<file path="src/hdl/msd_pkg.sv">
// Shared constants, field layout and helpers for the stepper driver serial link
//
// Behaviour
// - Sleep: drivers high impedance, analog low power
// - Controller sends no steps while asleep
// - Sleep stops clocks except during serial exchange
// - Hard reset input works during sleep
// - Watchdog count freezes in sleep, then resumes
// - Controller waits charge pump start after wake by a sleep-bit write; a hard reset clears sleep with no wait
// - Watchdog timeout is 32 ms times (code+1)
// - Device is slave only, never starts transfers
// - Mode 0: out on falling, sample rising
// - Output released high when not selected
// - Packets are bytes sent MSB first
// - First byte: command bit, 5-bit register select
// - Eighth falling edge loads addressed register for output
// - Byte during read reply is next command
// - Status reads carry even parity top bit
// - Controller rereads status on parity mismatch
// - Status clears on read, updates only deselected
// - Controller raises select right after each packet
// - Write commits first clock after deselect
// - Every byte returns last addressed register
// - Write needs exactly 16 bits, else discarded
// - Writes to read-only registers change nothing
// - Watchdog rewrite too early or late pulses reset
`default_nettype none

package msd_pkg;
    // ****************************************************
    // Timing
    // ****************************************************
    localparam int CLK_KHZ      = 25000;
    localparam int TICK_MS      = 1;
    localparam int MS_CYC       = TICK_MS * CLK_KHZ;
    localparam int WD_BASE_MS   = 32;
    localparam int WD_EARLY_MS  = 4;
    localparam int WD_PULSE_CYC = 16;
    localparam int CP_START_US  = 1000;
    localparam int CP_CYC       = CP_START_US * CLK_KHZ / 1000;
    localparam int SPI_HALF     = 10;
    localparam int STEP_HI_CYC  = 4;
    localparam int WR_BITS      = 16;

    // ****************************************************
    // Device register select codes and fields
    // ****************************************************
    localparam logic [4:0] A_WR  = 5'h00;
    localparam logic [4:0] A_CR2 = 5'h03;
    localparam logic [4:0] A_SR0 = 5'h04;
    localparam logic [4:0] A_SR3 = 5'h07;
    localparam logic [4:0] A_CR3 = 5'h08;
    localparam logic [2:0] CR3_IDX   = 3'h4;
    localparam int         NCTRL     = 5;
    localparam int         CMD_BIT   = 7;
    localparam int         WATCHDOG_ENABLE_BIT_BIT  = 7;
    localparam int         WDT_LSB   = 3;
    localparam int         SLP_BIT   = 6;
    localparam int         MOTEN_BIT = 7;

    // ****************************************************
    // Controller APB map
    // ****************************************************
    localparam logic [7:0] H_CMD  = 8'h00;
    localparam logic [7:0] H_STAT = 8'h04;
    localparam logic [7:0] H_STEP = 8'h08;
    localparam logic [7:0] H_HRST = 8'h0C;
    localparam int CMD_ADDR_LSB = 8;
    localparam int CMD_WR_BIT   = 13;
    localparam int ST_BUSY      = 0;
    localparam int ST_PERR      = 1;
    localparam int ST_SLEEP     = 2;
    localparam int ST_STEPBLK   = 3;
    localparam int ST_ERR       = 4;
    localparam int ST_WDRST     = 5;
    localparam int ST_RD_LSB    = 8;

    function automatic logic is_stat(input logic [4:0] a);
        return (a >= A_SR0) && (a <= A_SR3);
    endfunction : is_stat

    function automatic logic is_ctrl(input logic [4:0] a);
        return (a <= A_CR2) || (a == A_CR3);
    endfunction : is_ctrl

    function automatic logic [2:0] ctrl_idx(input logic [4:0] a);
        return (a == A_CR3) ? CR3_IDX : a[2:0];
    endfunction : ctrl_idx
endpackage : msd_pkg

`default_nettype wire

</file>
<file path="src/hdl/msd_spi_if.sv">
// Pin bundle between the stepper driver and its controller
`default_nettype none

interface msd_spi_if;
    logic sclk;
    logic cs_n;
    logic mosi;
    logic miso_o;
    logic miso_oe;
    logic miso;
    logic step_pulse_input;
    logic hard_reset_input;
    logic reset_watchdog_output_oe;
    logic reset_watchdog_output_n;
    logic err_n;

    // Pull-ups on the released lines
    assign miso     = miso_oe ? miso_o : 1'b1;
    assign reset_watchdog_output_n = ~reset_watchdog_output_oe;

    modport dev (
        input  sclk, cs_n, mosi, step_pulse_input, hard_reset_input,
        output miso_o, miso_oe, reset_watchdog_output_oe, err_n
    );
    modport host (
        output sclk, cs_n, mosi, step_pulse_input, hard_reset_input,
        input  miso, reset_watchdog_output_n, err_n
    );
endinterface : msd_spi_if

`default_nettype wire

</file>
<file path="src/hdl/msd_sync.sv">
// Three-flop pin synchroniser; output moves when stages two and three agree
`default_nettype none

module msd_sync #(
    parameter logic RST_VAL = 1'b0
) (
    // System
    input  wire logic clk,
    input  wire logic rst,
    input  wire logic ce,
    // Pin and result
    input  wire logic d,
    output logic      q
);
    logic s1_q;
    logic s2_q;
    logic s3_q;

    always_ff @(posedge clk) begin
        if (rst) begin
            s1_q <= RST_VAL;
            s2_q <= RST_VAL;
            s3_q <= RST_VAL;
            q    <= RST_VAL;
        end else if (ce) begin
            s1_q <= d;
            s2_q <= s1_q;
            s3_q <= s2_q;
            if (s2_q == s3_q) begin
                q <= s3_q;
            end
        end
    end
endmodule : msd_sync

`default_nettype wire

</file>
<file path="src/hdl/msd_dev.sv">
// Stepper driver end: serial slave, register file, sleep control and watchdog
`default_nettype none

module msd_dev #(
    parameter int MS_CYC = msd_pkg::MS_CYC
) (
    // System
    input  wire logic                  clk,
    input  wire logic                  rst,
    input  wire logic                  ce,
    // Link pins
    msd_spi_if.dev                     spi,
    // Fault events from the power stage, one row per status register
    input  wire logic [3:0][6:0]       status_evt,
    // Control and state toward the motor side
    output logic [msd_pkg::NCTRL-1:0][7:0] ctrl_q,
    output logic                       drivers_hiz_q,
    output logic                       analog_lp_q,
    output logic                       clk_run_q
);
    // ****************************************************
    // Pin synchronisers
    // ****************************************************
    logic sclk_s;
    logic cs_n_s;
    logic mosi_s;
    logic hrst_s;

    msd_sync #(.RST_VAL(1'b0)) u_sclk (.clk(clk), .rst(rst), .ce(ce), .d(spi.sclk), .q(sclk_s));
    msd_sync #(.RST_VAL(1'b1)) u_cs (.clk(clk), .rst(rst), .ce(ce), .d(spi.cs_n), .q(cs_n_s));
    msd_sync #(.RST_VAL(1'b0)) u_mosi (.clk(clk), .rst(rst), .ce(ce), .d(spi.mosi), .q(mosi_s));
    msd_sync #(.RST_VAL(1'b0)) u_hrst (.clk(clk), .rst(rst), .ce(ce), .d(spi.hard_reset_input), .q(hrst_s));

    // Hard reset clears logic regardless of sleep
    logic clr;
    assign clr = rst | hrst_s;

    logic sclk_d_q;
    logic cs_d_q;
    logic rise;
    logic fall;
    logic cs_up;

    always_ff @(posedge clk) begin
        if (rst) begin
            sclk_d_q <= 1'b0;
            cs_d_q   <= 1'b1;
        end else if (ce) begin
            sclk_d_q <= sclk_s;
            cs_d_q   <= cs_n_s;
        end
    end

    assign rise  = sclk_s & ~sclk_d_q & ~cs_n_s;
    assign fall  = ~sclk_s & sclk_d_q & ~cs_n_s;
    assign cs_up = cs_n_s & ~cs_d_q;

    // ****************************************************
    // Serial shifter
    // ****************************************************
    logic [7:0]       rx_q;
    logic [7:0]       tx_q;
    logic [2:0]       bit_q;
    logic [4:0]       nbits_q;
    logic [4:0]       addr_q;
    logic             data_ph_q;
    logic             wr_cmd_q;
    logic [7:0]       wdata_q;
    logic [3:0]       clr_pend_q;
    logic [3:0][6:0]  stat_q;
    logic             miso_oe_q;
    logic             err_n_q;

    function automatic logic [7:0] rd_reg(input logic [4:0] a);
        logic [1:0] si;
        si = a[1:0];
        if (msd_pkg::is_stat(a)) begin
            return {^stat_q[si], stat_q[si]};
        end else if (msd_pkg::is_ctrl(a)) begin
            return ctrl_q[msd_pkg::ctrl_idx(a)];
        end
        return 8'h00;
    endfunction : rd_reg

    logic byte_end;
    assign byte_end = fall && (bit_q == 3'h0) && (nbits_q != 5'h00);

    // Only pin inputs move this block; nothing here can start a transfer
    always_ff @(posedge clk) begin
        if (clr) begin
            rx_q       <= 8'h00;
            tx_q       <= 8'hFF;
            bit_q      <= 3'h0;
            nbits_q    <= 5'h00;
            addr_q     <= 5'h00;
            data_ph_q  <= 1'b0;
            wr_cmd_q   <= 1'b0;
            wdata_q    <= 8'h00;
            clr_pend_q <= 4'h0;
        end else if (ce) begin
            if (cs_n_s) begin
                bit_q      <= 3'h0;
                nbits_q    <= 5'h00;
                data_ph_q  <= 1'b0;
                wr_cmd_q   <= 1'b0;
                clr_pend_q <= 4'h0;
            end else if (rise) begin
                rx_q  <= {rx_q[6:0], mosi_s};
                bit_q <= bit_q + 3'h1;
                if (nbits_q != 5'h1F) begin
                    nbits_q <= nbits_q + 5'h01;
                end
            end else if (byte_end) begin
                if (data_ph_q) begin
                    wdata_q   <= rx_q;
                    data_ph_q <= 1'b0;
                    tx_q      <= rd_reg(addr_q);
                end else begin
                    addr_q    <= rx_q[4:0];
                    data_ph_q <= rx_q[msd_pkg::CMD_BIT];
                    wr_cmd_q  <= rx_q[msd_pkg::CMD_BIT];
                    tx_q      <= rd_reg(rx_q[4:0]);
                    if (!rx_q[msd_pkg::CMD_BIT] && msd_pkg::is_stat(rx_q[4:0])) begin
                        clr_pend_q[rx_q[1:0]] <= 1'b1;
                    end
                end
            end else if (fall) begin
                tx_q <= {tx_q[6:0], 1'b1};
            end
        end
    end

    // ****************************************************
    // Output pin drive
    // ****************************************************
    always_ff @(posedge clk) begin
        if (clr) begin
            miso_oe_q <= 1'b0;
        end else if (ce) begin
            miso_oe_q <= ~cs_n_s;
        end
    end

    assign spi.miso_o  = tx_q[7];
    assign spi.miso_oe = miso_oe_q;

    // ****************************************************
    // Write commit after deselect
    // ****************************************************
    logic wr_fire;
    assign wr_fire = cs_up && wr_cmd_q && !data_ph_q
                     && (nbits_q == 5'(msd_pkg::WR_BITS))
                     && msd_pkg::is_ctrl(addr_q);

    always_ff @(posedge clk) begin
        if (clr) begin
            ctrl_q <= '0;
        end else if (ce && wr_fire) begin
            ctrl_q[msd_pkg::ctrl_idx(addr_q)] <= wdata_q;
        end
    end

    // ****************************************************
    // Status registers and error flag
    // ****************************************************
    // Events are sampled only at idle cycles; a pulse that starts and ends while selected is lost
    always_ff @(posedge clk) begin
        if (clr) begin
            stat_q  <= '0;
            err_n_q <= 1'b1;
        end else if (ce && cs_n_s) begin
            for (int i = 0; i < 4; i++) begin
                stat_q[i] <= (stat_q[i] & ~{7{clr_pend_q[i]}}) | status_evt[i];
            end
            err_n_q <= ~(|stat_q);
        end
    end

    assign spi.err_n = err_n_q;

    // ****************************************************
    // Sleep control
    // ****************************************************
    logic sleep;
    assign sleep = ctrl_q[msd_pkg::ctrl_idx(msd_pkg::A_CR2)][msd_pkg::SLP_BIT];

    // Registers are never cleared by sleep, only the outputs follow it
    always_ff @(posedge clk) begin
        if (clr) begin
            drivers_hiz_q <= 1'b1;
            analog_lp_q   <= 1'b0;
            clk_run_q     <= 1'b1;
        end else if (ce) begin
            drivers_hiz_q <= sleep | ~ctrl_q[msd_pkg::ctrl_idx(msd_pkg::A_CR2)][msd_pkg::MOTEN_BIT];
            analog_lp_q   <= sleep;
            clk_run_q     <= ~sleep | ~cs_n_s;
        end
    end

    // ****************************************************
    // Watchdog
    // ****************************************************
    logic [15:0] pre_q;
    logic [9:0]  wd_ms_q;
    logic        wd_on_q;
    logic [4:0]  pulse_q;
    logic        por_oe_q;
    logic [3:0]  wdt;
    logic [9:0]  wd_lim;
    logic        kick;
    logic        tick;

    assign wdt    = ctrl_q[0][msd_pkg::WDT_LSB +: 4];
    assign wd_lim = 10'((int'(wdt) + 1) * msd_pkg::WD_BASE_MS);
    assign kick   = wr_fire && (addr_q == msd_pkg::A_WR) && wdata_q[msd_pkg::WATCHDOG_ENABLE_BIT_BIT];
    assign tick   = (pre_q == 16'(MS_CYC - 1));

    // Frozen in sleep so the count picks up where it stopped
    always_ff @(posedge clk) begin
        if (clr) begin
            pre_q   <= 16'h0000;
            wd_ms_q <= 10'h000;
            wd_on_q <= 1'b0;
            pulse_q <= 5'h00;
        end else if (ce) begin
            if (pulse_q != 5'h00) begin
                pulse_q <= pulse_q - 5'h01;
            end
            if (wr_fire && (addr_q == msd_pkg::A_WR) && !wdata_q[msd_pkg::WATCHDOG_ENABLE_BIT_BIT]) begin
                wd_on_q <= 1'b0;
            end else if (kick) begin
                wd_on_q <= 1'b1;
                pre_q   <= 16'h0000;
                wd_ms_q <= 10'h000;
                if (wd_on_q && (wd_ms_q < 10'(msd_pkg::WD_EARLY_MS))) begin
                    pulse_q <= 5'(msd_pkg::WD_PULSE_CYC);
                end
            end else if (wd_on_q && !sleep) begin
                pre_q <= tick ? 16'h0000 : pre_q + 16'h0001;
                if (tick) begin
                    if (wd_ms_q + 10'h001 >= wd_lim) begin
                        wd_ms_q <= 10'h000;
                        pulse_q <= 5'(msd_pkg::WD_PULSE_CYC);
                    end else begin
                        wd_ms_q <= wd_ms_q + 10'h001;
                    end
                end
            end
        end
    end

    always_ff @(posedge clk) begin
        if (clr) begin
            por_oe_q <= 1'b0;
        end else if (ce) begin
            por_oe_q <= (pulse_q != 5'h00);
        end
    end

    assign spi.reset_watchdog_output_oe = por_oe_q;
endmodule : msd_dev

`default_nettype wire

</file>
<file path="src/flat_wrapper.sv">
// flat-port wrapper written by rule: the top's interface ports become plain ports
module msd_dev_flat 
#(
    parameter int MS_CYC = msd_pkg::MS_CYC
)
  (clk, rst, ce, status_evt, ctrl_q, drivers_hiz_q, analog_lp_q, clk_run_q, spi_sclk, spi_cs_n, spi_mosi, spi_step_pulse_input, spi_hard_reset_input, spi_miso_o, spi_miso_oe, spi_reset_watchdog_output_oe, spi_err_n);
  msd_spi_if spi_i ();
  input  wire logic clk;
  input  wire logic rst;
  input  wire logic ce;
  input  wire logic [3:0][6:0] status_evt;
  output logic [msd_pkg::NCTRL-1:0][7:0] ctrl_q;
  output logic drivers_hiz_q;
  output logic analog_lp_q;
  output logic clk_run_q;
  input wire logic [$bits(spi_i.sclk)-1:0] spi_sclk;
  input wire logic [$bits(spi_i.cs_n)-1:0] spi_cs_n;
  input wire logic [$bits(spi_i.mosi)-1:0] spi_mosi;
  input wire logic [$bits(spi_i.step_pulse_input)-1:0] spi_step_pulse_input;
  input wire logic [$bits(spi_i.hard_reset_input)-1:0] spi_hard_reset_input;
  output wire logic [$bits(spi_i.miso_o)-1:0] spi_miso_o;
  output wire logic [$bits(spi_i.miso_oe)-1:0] spi_miso_oe;
  output wire logic [$bits(spi_i.reset_watchdog_output_oe)-1:0] spi_reset_watchdog_output_oe;
  output wire logic [$bits(spi_i.err_n)-1:0] spi_err_n;
  assign spi_i.sclk = spi_sclk;
  assign spi_i.cs_n = spi_cs_n;
  assign spi_i.mosi = spi_mosi;
  assign spi_i.step_pulse_input = spi_step_pulse_input;
  assign spi_i.hard_reset_input = spi_hard_reset_input;
  assign spi_miso_o = spi_i.miso_o;
  assign spi_miso_oe = spi_i.miso_oe;
  assign spi_reset_watchdog_output_oe = spi_i.reset_watchdog_output_oe;
  assign spi_err_n = spi_i.err_n;
  msd_dev #(.MS_CYC(MS_CYC)) u_core (.clk(clk), .rst(rst), .ce(ce), .spi(spi_i), .status_evt(status_evt), .ctrl_q(ctrl_q), .drivers_hiz_q(drivers_hiz_q), .analog_lp_q(analog_lp_q), .clk_run_q(clk_run_q));
endmodule
</file>
<file path="config.mk">
export PLATFORM = sky130hd
export DESIGN_NAME = msd_dev_flat
export DESIGN_NICKNAME = d
export VERILOG_FILES = /design/src/hdl/msd_pkg.sv /design/src/hdl/msd_spi_if.sv /design/src/hdl/msd_sync.sv /design/src/hdl/msd_dev.sv /design/src/flat_wrapper.sv
export SDC_FILE = /design/constraint.sdc
export NUM_CORES = 1
export LEC_CHECK = 0
export ABC_AREA = 1
export ABC_CLOCK_PERIOD_IN_PS = 2400
export BUFFER_PORTS_ARGS = -buffer_cell sky130_fd_sc_hd__buf_4
export CORE_MARGIN = 3
export CORE_UTILIZATION = 56
export CTS_BUF_LIST = sky130_fd_sc_hd__clkbuf_8
export CTS_CLUSTER_DIAMETER = 50
export CTS_CLUSTER_SIZE = 12
export DETAILED_ROUTE_END_ITERATION = 10
export PLACE_DENSITY_LB_ADDON = 0.12
export SLEW_MARGIN = 25
export SYNTH_ARGS = -nofsm -noshare
export SYNTH_HDL_FRONTEND = slang
export SYNTH_HIERARCHICAL = 1
export SYNTH_SLANG_ARGS = --single-unit
</file>
<file path="constraint.sdc">
create_clock -name clk -period 2.4 [get_ports clk]
set_input_delay 0.72 -clock clk [delete_from_list [all_inputs] [get_ports clk]]
set_output_delay 0.72 -clock clk [all_outputs]
set_load 0.005 [all_outputs]
</file>
==> qor.csv, run 1 <==
stage,metric,value,unit
run_status,outcome,"complete, but fails checks",
run_status,violations,setup timing,
worst_setup_path,cp_top_family,simple AND/OR/NAND/NOR gates,
die,die_w,133.4,µm
clock_tree,cts.htree.levels,4,
worst_setup_path,cp_cell_sequence,"ha_4, nand2_4, nor3_4, buf_4, buf_4, buf_4, nor2_1, nor2_1, ha_1, nand2_1, nor3_2, nor2_1, nand2_2, nor3_4, clkbuf_16, nand2_1, a21oi_1",
grt,grt_pass1_wl,43.30,mm
synthesis,async_reset_ff_share,0,%
worst_setup_path,end_kind,flip-flop,
synthesis,synthMuxAreaShare,0.1102,%
routing,drtIter0Drc,1036,
sta,fin_worst_skew,19.75,ps
finish,final_util,68.73,%
synthesis,syn_avg_cell_area,6.635,µm²
clock_tree,numCtsBuffers,17,
synthesis,synth_xor_area_share,1.253,%
place,place_congestion,0.9427,
flow_run,drv_cap,0,
die,ioPinCount,83,
grt,grt_max_degree,44,
sta,slew_viol_final,0,
sta,hold-worst-slack,458.4,ps
place,dpl-instance-area,10050,µm²
routing,wl_per_cell,15.96,µm
synthesis,synth_edf_count,0,
sta,worst_pin_slew,618.5,ps
routing,dr.pass1.iters,6,
synthesis,synth_nets,1420,
die,start_util,58.45,%
finish,syn_to_final_growth,17.58,%
die,die_h,133.4,µm
sta,clock.fmax,0.3777,GHz
finish,drive_gt1_share,16.08,%
sta,min_period,2648,ps
synthesis,ys_seq_area_share,36.80,%
routing,antenna_left,0,
power_and_ir_drop,power.density,515.3,nW/µm²
sta,timing.setup.tns,-2806,ps
clock_tree,hold_buffers,0,
finish,fillers,1418,
sta,finalSetupViolations,15,
grt,grt_use_total,29.64,%
routing,finalWirelength,27.00,mm
sta,rsz0062_at_grt,yes,
synthesis,syn_inst,1369,
worst_setup_path,arrival,3050,ps
grt,antenna_found_initial,0,
clock_tree,cts_tree,done,
synthesis,synthFlopType,dfxtp_1,
grt,overflow,0,
clock_tree,cts_root_buffer,clkbuf_8,
routing,drc,0,
sta,setup_slack,-247.8,ps
worst_setup_path,cp_slowest_cell,dfxtp_4,
clock_tree,max-clock-path-buffers,2,
synthesis,syn_area,9084,µm²
worst_hold_path,hold_class,flip-flop to flip-flop,
worst_setup_path,critPathMaxFanout,5,
power_and_ir_drop,finalPower,5.504,mW
die,fp.dieArea,17780,µm²
clock_tree,cts_sinks,167,
finish,final_area,10680,µm²
place,pre_cts_ws,-158.8,ps
sta,hold_viol_final,0,
finish,n_antenna_cell,0,
worst_setup_path,startpoint_type,flip-flop,
synthesis,ys_ff_latch,167,
sta,finalCritPeriodShare,110.3,%
power_and_ir_drop,peakVddDrop,542.9,µV
routing,post_drt_via_cell_ratio,5.630,
sta,maxSlewHeadroom,58.67,%
worst_setup_path,path_buf_inv,4,
place,dp_hpwl,19.46,mm
power_and_ir_drop,leakage,4.687,nW
worst_setup_path,slowest_delay,390,ps
synthesis,synth_compound_area_share,18.06,%
die,rows,45,
worst_setup_path,path_class,flip-flop to flip-flop,
synthesis,synth_fa_ha_area_share,2.066,%
routing,vias,9520,
place,place_inst,1652,
finish,fin_nets,1519,
synthesis,synthSimpleGateAreaFrac,33.06,%
synthesis,synth_cell_type_count,48,
synthesis,synth_top_family_by_area,simple AND/OR/NAND/NOR gates,
clock_tree,clk_latency,480,ps
synthesis,yosysWarnings,6,
worst_setup_path,cp.required,2800,ps
place,portBuffers,81,
finish,stdcell_count,1691,
clock_tree,clkSlewWorstSetupHoldPaths,100,ps
die,core-area,15540,µm²
grt,grt_pass1_vias,8525,
cell type report:
class	instances	area, µm²	share of cell area (%)
clock buffer	17	234.0	2.191
clock inverter	14	158.9	1.488
inverter	135	506.7	4.745
multi-input combinational	1013	5104	47.79
sequential	167	3352	31.38
tap	211	264.0	2.472
timing repair buffer	134	1061	9.934
final timing paths:
check	start	endpoint	slack (ps)	cells after the start
max	u_core/wd_ms_q[0]$_SDFFE_PP0P_	u_core/wd_ms_q[5]$_SDFFE_PP0P_	-250	17
max reg2reg	u_core/wd_ms_q[0]$_SDFFE_PP0P_	u_core/wd_ms_q[5]$_SDFFE_PP0P_	-250	17
min	u_core/clr_pend_q[3]$_SDFFE_PP0P_	u_core/clr_pend_q[3]$_SDFFE_PP0P_	460	2
min reg2reg	u_core/clr_pend_q[3]$_SDFFE_PP0P_	u_core/clr_pend_q[3]$_SDFFE_PP0P_	460	2
tightest hold or removal path: stages, from the launching register on:
cell     delay (ps)
dfxtp_1         320
inv_1            40
a21oi_1          50
power by group:
| group | total [mW] | switching [mW] | leakage [nW] | internal (mW) |
|---|---|---|---|---|
| registers | 2.92 | 0.0695 | 1.36 | 2.85 |
| logic | 0.580 | 0.359 | 3.13 | 0.221 |
| clock network | 2.01 | 1.23 | 0.195 | 0.781 |
| total | 5.50 | 1.66 | 4.69 | 3.85 |
flip-flops by register name, indices dropped and copies added, names as in the netlist, 8 cells and up:
name            count
u_core/tx_q         8
u_core/wd_ms_q     10
u_core/wdata_q      8
u_core/stat_q      28
u_core/ctrl_q      40
u_core/rx_q         8
u_core/pre_q       16
logic make-up after synthesis:
family,Yosys count
and+or+nand+nor,697
muxes,1
xor gates and xnor gates,13
adders and majority gates,15
buffers and inverters,189
DFF,167
AOI/OAI and AO/OA,287
layer usage:
| layer | track usage [%] | wire length, µm | up-vias |
|---|---|---|---|
| li1 | - | - | 4708 |
| met1 | 39.54 | 11460 | 4338 |
| met2 | 49.13 | 12660 | 412 |
| met3 | 5.136 | 2145 | 62 |
| met4 | 9.429 | 724 | 0 |
| met5 | 0 | 0 | - |
synth_stat cells (5+ instances only):
| master | n | area (µm²) |
|---|---|---|
| nand2_1 | 397 | 1490 |
| dfxtp_1 | 167 | 3343 |
| nor2_1 | 150 | 563.0 |
| a21oi_1 | 128 | 640.6 |
| inv_1 | 124 | 465.5 |
| o21ai_0 | 83 | 415.4 |
| nand3_1 | 78 | 390.4 |
| a211oi_1 | 32 | 240.2 |
| clkbuf_1 | 24 | 90.09 |
| nor3_1 | 23 | 115.1 |
| buf_2 | 22 | 110.1 |
| ha_1 | 15 | 187.7 |
| o22ai_1 | 12 | 75.07 |
| xor2_1 | 11 | 96.34 |
| inv_2 | 10 | 37.54 |
| nor4_1 | 10 | 62.56 |
| o211ai_1 | 9 | 67.56 |
| nand4_1 | 7 | 43.79 |
| a211oi_2 | 6 | 75.07 |
| o31ai_1 | 6 | 45.04 |
| buf_6 | 5 | 56.30 |
placed cells by master (no fill, tap or decap), drive strengths merged, types with 2 or more instances in the layout:
master | synthesis | final
nor4 | 10 | 10
nor3b | 3 | 3
inv | 134 | 142
xor2 | 11 | 11
a21oi | 128 | 128
o22ai | 12 | 12
nand4 | 9 | 9
or2 | 2 | 2
a31oi | 4 | 4
clkinv | 1 | 6
o2111ai | 2 | 2
o21a | 2 | 2
buf | 30 | 133
o31ai | 6 | 6
o21ai | 83 | 83
nand3 | 81 | 81
clkbuf | 24 | 18
xnor2 | 2 | 2
ha | 15 | 15
nor3 | 31 | 31
dfxtp | 167 | 167
nand2 | 402 | 402
nor2 | 155 | 155
o211ai | 9 | 9
a211oi | 38 | 38
and3 | 2 | 2
timing repair:
| item | in CTS | in global routing |
|---|---|---|
| buffers inserted | 5 | 2 |
| gates cloned | 0 | 1 |
| gates resized for setup | 15 | 28 |
| endpoints found under the setup margin | 15 | 19 |
| pin swaps | 2 | 9 |
No activity file was read; power rests on OpenSTA's default activity.
==> run 2: changes to the inputs <==
--- a/config.mk
+++ b/config.mk
@@ -14,7 +14,7 @@
 export CTS_CLUSTER_DIAMETER = 50
 export CTS_CLUSTER_SIZE = 12
 export DETAILED_ROUTE_END_ITERATION = 10
-export PLACE_DENSITY_LB_ADDON = 0.12
+export PLACE_DENSITY = 0.79
 export SLEW_MARGIN = 25
 export SYNTH_ARGS = -nofsm -noshare
 export SYNTH_HDL_FRONTEND = slang
==> qor.csv, run 2 (synthesis results as in run 1) <==
stage,metric,value,unit
grt,overflow,0,
grt,grt_max_degree,49,
finish,n_antenna_cell,0,
die,rows,45,
clock_tree,cts_tree,done,
routing,antenna_left,0,
finish,final_common_cell,nand2_1,
routing,vias,9531,
sta,finalSetupViolations,15,
finish,largest_reg_flops,40,
worst_setup_path,end_kind,flip-flop,
worst_setup_path,critPathMaxFanout,5,
worst_setup_path,slowest_delay,390,ps
worst_setup_path,path_class,flip-flop to flip-flop,
worst_setup_path,arrival,3000,ps
power_and_ir_drop,peakVddDrop,436.1,µV
sta,min_period,2623,ps
power_and_ir_drop,leakage,4.654,nW
die,die_h,133.4,µm
sta,hold_viol_final,0,
sta,slew_viol_final,0,
routing,post_drt_via_cell_ratio,5.653,
clock_tree,cts_root_buffer,clkbuf_8,
finish,syn_to_final_growth,17.66,%
clock_tree,hold_buffers,0,
clock_tree,max-clock-path-buffers,2,
sta,maxSlewHeadroom,61.62,%
sta,worst_pin_slew,574.4,ps
routing,wl_per_cell,15.86,µm
sta,finalCritPeriodShare,109.3,%
routing,finalWirelength,26.74,mm
place,place_inst,1652,
run_status,outcome,"complete, but fails checks",
power_and_ir_drop,finalPower,5.681,mW
finish,multi_input_area,5120,µm²
worst_setup_path,cp.required,2780,ps
finish,fin_nets,1513,
grt,grt_use_total,29.34,%
die,fp.dieArea,17780,µm²
grt,grt_pass1_wl,42.63,mm
clock_tree,cts.htree.levels,4,
sta,rsz0062_at_grt,yes,
grt,antenna_found_initial,0,
place,pre_cts_ws,-64.86,ps
routing,dr.pass1.iters,7,
flow_run,drv_cap,0,
place,portBuffers,81,
finish,reg_top3,"u_core/ctrl_q: 40 flops, u_core/stat_q: 28 flops, u_core/pre_q: 16 flops",
power_and_ir_drop,power.density,531.5,nW/µm²
die,start_util,58.45,%
worst_setup_path,startpoint_type,flip-flop,
run_status,violations,setup timing,
clock_tree,clk_latency,470,ps
routing,drtIter0Drc,1183,
finish,drive_gt1_share,15.66,%
finish,final_cell_mix,"388 x nand2_1, 164 x dfxtp_1, 148 x nor2_1",
place,place_congestion,0.9375,
die,die_w,133.4,µm
grt,grt_pass1_vias,8580,
die,ioPinCount,83,
worst_hold_path,hold_class,flip-flop to flip-flop,
die,core-area,15540,µm²
finish,regMostFlops,u_core/ctrl_q,
clock_tree,numCtsBuffers,17,
worst_setup_path,cp_slowest_cell,dfxtp_4,
sta,setup_slack,-223.0,ps
finish,seqCellArea,3354,µm²
sta,fin_worst_skew,22.03,ps
sta,clock.fmax,0.3812,GHz
finish,stdcell_count,1686,
worst_setup_path,cp_cell_sequence,"ha_4, nand2_4, nor3_4, and2_4, nand2_2, xor2_1, inv_1, ha_4, a21oi_2, o21ai_2, nor2_1, nand2_2, nor3_4, clkbuf_16, nand2_1, a21oi_1",
place,dp_hpwl,19.26,mm
clock_tree,clkSlewWorstSetupHoldPaths,90,ps
routing,drc,0,
finish,fillers,1330,
clock_tree,cts_sinks,167,
## run 2: cell types whose count changed in the layout (fill, tap and decap cells not counted), moves of 3 or more
cell / change
nor2_2: -3
clkinv_8: -4
bufinv_16: +3
ha_4: +3
clkbuf_8: +3
buf_4: -5
ha_1: -3
## run 2: area by class of cell
type / instances / share of cell area [%]
Tap cell: 211 / 2.470
Timing Repair Buffer: 128 / 9.389
Sequential cell: 167 / 31.39
Clock inverter: 12 / 1.534
Clock buffer: 20 / 2.575
Multi-Input combinational cell: 1013 / 47.90
Inverter: 135 / 4.741
## run 2: per-stage QoR
stage	hold slack (ps)	util, %	cell area [µm²]	setup TNS, ps
4_1_cts	455.4	67.52	10490	-99.67
3_3_place_gp	436.8	64.62	10040	-119.7
6_report	455.3	68.78	10690	-2000
5_1_grt	470.3	68.78	10690	-4650
3_5_place_dp	442.2	64.62	10040	-684.8
2_1_floorplan	430.1	-	9084	0
## run 2: worst paths after layout
check,from,slack (ps),to,cells past startpoint
max,u_core/wd_ms_q[0]$_SDFFE_PP0P_,-220,u_core/wd_ms_q[8]$_SDFFE_PP0P_,16
min,u_core/clr_pend_q[3]$_SDFFE_PP0P_,460,u_core/clr_pend_q[3]$_SDFFE_PP0P_,2
max reg2reg,u_core/wd_ms_q[0]$_SDFFE_PP0P_,-220,u_core/wd_ms_q[8]$_SDFFE_PP0P_,16
min reg2reg,u_core/clr_pend_q[3]$_SDFFE_PP0P_,460,u_core/clr_pend_q[3]$_SDFFE_PP0P_,2
## run 2: worst max-delay path, delay by kind of cell, from the launching register on
kind                     cells  cell delay, ps
flip-flops                   1             390
XOR/XNOR                     1             150
buffers and inverters        2             310
AND/OR/NAND/NOR              8            1030
AO/OA/AOI/OAI                3             340
adder cells (fa/ha/maj)      2             320
## run 2: report_power, final
group	internal, mW	total, mW	switching, mW
Combinational	0.213	0.568	0.355
Sequential	2.84	2.91	0.0688
Clock	1.13	2.20	1.07
Total	4.19	5.68	1.49
## run 2: repair_timing
action / in CTS / in global routing
resized for setup: 5 / 36
gates cloned: 0 / 1
endpoints found under the hold margin: 0 / 0
buffers inserted: 0 / 1
pin swaps: 1 / 14
endpoints found under the setup margin: 15 / 15
## run 2: layer usage
layer / vias to the layer above / wire length [µm] / global-route usage, % / part of all wire, %
met5: - / 0 / 0 / 0
met4: 0 / 836 / 10.23 / 3.1
met3: 74 / 2236 / 7.024 / 8.4
met2: 437 / 12450 / 46.81 / 47
met1: 4324 / 11220 / 39.12 / 42
li1: 4696 / - / - / -
==> run 3: changes to the inputs <==
--- a/config.mk
+++ b/config.mk
@@ -5,9 +5,8 @@
 export SDC_FILE = /design/constraint.sdc
 export NUM_CORES = 1
 export LEC_CHECK = 0
-export ABC_AREA = 1
 export ABC_CLOCK_PERIOD_IN_PS = 2400
-export BUFFER_PORTS_ARGS = -buffer_cell sky130_fd_sc_hd__buf_4
+export BUFFER_PORTS_ARGS = -buffer_cell sky130_fd_sc_hd__buf_2
 export CORE_MARGIN = 3
 export CORE_UTILIZATION = 56
 export CTS_BUF_LIST = sky130_fd_sc_hd__clkbuf_8
==> constraint.sdc (replaced) <==
create_clock -name clk -period 2.4 [get_ports clk]
set_input_delay 0.72 -clock clk [delete_from_list [all_inputs] [get_ports clk]]
set_output_delay 0.72 -clock clk [all_outputs]
set_load 0.1 [all_outputs]
==> qor.csv, run 3 <==
stage,metric,value,unit
worst_setup_path,crit_start,u_core/wd_ms_q[1]$_SDFFE_PP0P_,
power_and_ir_drop,power.density,546.0,nW/µm²
worst_hold_path,hold_class,flip-flop to flip-flop,
routing,drc,0,
clock_tree,cts_tree,done,
synthesis,async_reset_ff_share,0,%
worst_setup_path,slowest_delay,390,ps
synthesis,synth_edf_count,0,
sta,worst_pin_slew,684.5,ps
synthesis,synth_nets,1005,
worst_setup_path,arrival,2740,ps
synthesis,yosysWarnings,6,
place,portBuffers,81,
worst_setup_path,path_class,flip-flop to flip-flop,
place,dp_hpwl,14.78,mm
sta,fin_worst_skew,10.00,ps
clock_tree,clkSlewWorstSetupHoldPaths,90,ps
grt,grt_use_total,25.51,%
grt,antenna_found_initial,0,
finish,largest_reg_flops,40,
place,place_inst,1206,
die,start_util,57.70,%
sta,finalCritPeriodShare,99.18,%
clock_tree,cts_sinks,167,
finish,multi_input_area,4870,µm²
finish,final_common_cell,dfxtp_1,
finish,seqCellArea,3362,µm²
synthesis,synth_cell_type_count,68,
synthesis,synthFlopType,dfxtp_1,
sta,min_period,2380,ps
routing,finalWirelength,21.00,mm
clock_tree,max-clock-path-buffers,2,
grt,grt_pass1_vias,6811,
routing,vias,7455,
grt,grt_max_degree,67,
grt,overflow,0,
worst_setup_path,r2r_slack,20,ps
sta,hold_viol_final,0,
worst_setup_path,startpoint_type,flip-flop,
synthesis,syn_avg_cell_area,8.891,µm²
worst_setup_path,end_kind,flip-flop,
die,die_h,129.1,µm
die,rows,44,
finish,final_util,66.08,%
sta,rsz0062_at_grt,yes,
place,place_congestion,0.9158,
worst_setup_path,r2r-end,u_core/pulse_q[4]$_SDFFE_PP0P_,
worst_setup_path,path_buf_inv,1,
sta,finalSetupViolations,0,
worst_setup_path,cp_top_family,compound AO/OA/AOI/OAI gates,
sta,maxSlewHeadroom,53.18,%
synthesis,syn_area,8482,µm²
finish,fillers,1207,
worst_setup_path,cp.required,2760,ps
synthesis,yosysTopAreaCell,dfxtp_1,
die,die_w,129.1,µm
finish,final_cell_mix,"160 x dfxtp_1, 137 x nor2_1, 94 x nand2_1",
routing,wl_per_cell,16.92,µm
sta,hold-worst-slack,467.8,ps
die,core-area,14700,µm²
routing,antenna_left,0,
finish,fin_nets,1095,
synthesis,yosysMostFrequentCell,dfxtp_1,
finish,reg_top3,"u_core/ctrl_q: 40 flops, u_core/stat_q: 28 flops, u_core/pre_q: 16 flops",
worst_setup_path,cp_slowest_cell,dfxtp_4,
routing,dr.pass1.iters,5,
worst_hold_path,holdPathEnd,u_core/u_cs/s2_q$_SDFFE_PP1P_,
routing,drtIter0Drc,628,
finish,stdcell_count,1241,
die,ioPinCount,83,
clock_tree,hold_buffers,0,
clock_tree,cts_root_buffer,clkbuf_8,
routing,post_drt_via_cell_ratio,6.007,
synthesis,synth_top_area_share,39.42,%
worst_setup_path,cp_cell_sequence,"and3_4, nand3_4, nor2_4, nand3_2, xnor2_2, ha_1, a211oi_2, nand2_1, o211ai_1, buf_4, a21oi_1, o21a_1",
finish,regMostFlops,u_core/ctrl_q,
clock_tree,cts.htree.levels,4,
finish,n_antenna_cell,0,
run_status,outcome,completed,
die,fp.dieArea,16660,µm²
clock_tree,numCtsBuffers,17,
finish,syn_to_final_growth,14.52,%
synthesis,synth_area_leaders,"dfxtp_1 39%, mux2i_1 6.6%, nor2_1 6.2%, mux4_2 5.8%, nand2_1 4.2%",
synthesis,syn_inst,954,
worst_hold_path,min-delay-start,u_core/u_cs/s1_q$_SDFFE_PP1P_,
clock_tree,clk_latency,460,ps
sta,slew_viol_final,0,
synthesis,synth_commonest_cells,"167 x dfxtp_1, 139 x nor2_1, 94 x nand2_1",
sta,timing.setup.tns,0,ps
finish,drive_gt1_share,21.85,%
power_and_ir_drop,peakVddDrop,532.3,µV
synthesis,ys_ff_latch,167,
worst_setup_path,rr_worst_depth,12,
grt,grt_pass1_wl,34.39,mm
worst_setup_path,critPathMaxFanout,7,
flow_run,drv_cap,0,
synthesis,ys_seq_area_share,39.42,%
sta,clock.fmax,0.4201,GHz
worst_hold_path,hold_depth,1,
worst_setup_path,r2r-start,u_core/wd_ms_q[1]$_SDFFE_PP0P_,
power_and_ir_drop,leakage,3.974,nW
==> run 3: cell types whose count changed after synthesis, moves of 22 or more <==
cell      previous run  this run
o21ai_0             83        16
a21oi_1            128        66
inv_1              124        21
nor2b_1              0        25
a22oi_1              1        33
a211oi_1            32        10
nand3_1             78        29
nand2_1            397        94
mux4_2               0        22
mux2i_1              1        56
==> run 3: stage by stage <==
stage	worst slack, ps	area (µm²)	power, mW
floorplan	7.233	8517	3.364
global placement	25.03	9260	3.483
detailed placement	-44.66	9260	3.495
CTS	4.153	9625	5.338
global route	-132.9	9713	5.525
finish	19.76	9713	5.303
==> run 3: how the worst max path moves through the flow <==
stage	to	slack (ps)	depth (start not counted)
after floorplan	u_core/pulse_q[4]$_SDFFE_PP0P_	7	12
after global placement	u_core/pulse_q[4]$_SDFFE_PP0P_	30	12
after detailed placement	u_core/pulse_q[4]$_SDFFE_PP0P_	-40	12
after CTS	u_core/pulse_q[4]$_SDFFE_PP0P_	4	12
after global routing	u_core/pulse_q[4]$_SDFFE_PP0P_	-130	12
final	u_core/pulse_q[4]$_SDFFE_PP0P_	20	12
==> run 3: worst reg2reg max path, delay by kind of cell (launching register included) <==
kind / cells / cell delay (ps)
xor gates and xnor gates: 1 / 160
adders and majority gates: 1 / 320
AOI/OAI and AO/OA: 4 / 630
DFF: 1 / 390
and+or+nand+nor: 5 / 610
buffers and inverters: 1 / 180
==> run 3: kinds of logic (layout without fill, tap and decap cells) <==
| family | after synthesis | count (layout) | share of synthesized area (%) |
|---|---|---|---|
| adders and majority gates | 15 | 15 | 2.213 |
| DFF | 167 | 167 | 39.42 |
| AOI/OAI and AO/OA | 193 | 193 | 15.11 |
| xor gates and xnor gates | 33 | 33 | 3.407 |
| muxes | 80 | 80 | 12.76 |
| and+or+nand+nor | 389 | 389 | 23.01 |
| buffers and inverters | 77 | 180 | 4.086 |
==> run 3: cell type report <==
cell class / instances / share of cell area, %
clock buffer: 17 / 2.409
clock inverter: 15 / 1.327
inverter: 22 / 0.8502
multi-input combinational: 710 / 50.14
sequential: 167 / 34.61
tap: 184 / 2.370
timing repair buffer: 126 / 8.296
==> run 3: routing by layer <==
| layer | vias up | part of all wire (%) | global-route usage, % |
|---|---|---|---|
| met2 | 315 | 45 | 38.66 |
| met1 | 3487 | 44 | 35.86 |
| met5 | - | 0 | 0 |
| li1 | 3611 | - | - |
| met4 | 0 | 2.2 | 8.771 |
| met3 | 42 | 8.4 | 6.224 |
==> run 3: power by group <==
part / leakage [nW] / switching [mW] / total, mW / internal, mW
clock network: 0.182 / 1.05 / 1.87 / 0.819
registers: 1.36 / 0.0773 / 2.92 / 2.84
logic: 2.43 / 0.299 / 0.520 / 0.220
total: 3.97 / 1.42 / 5.30 / 3.88
==> run 3: what timing repair did <==
action | in CTS | in global routing
resized for setup | 2 | 13
setup endpoints to repair | 5 | 34
buffers inserted | 0 | 3
pin swaps | 1 | 10
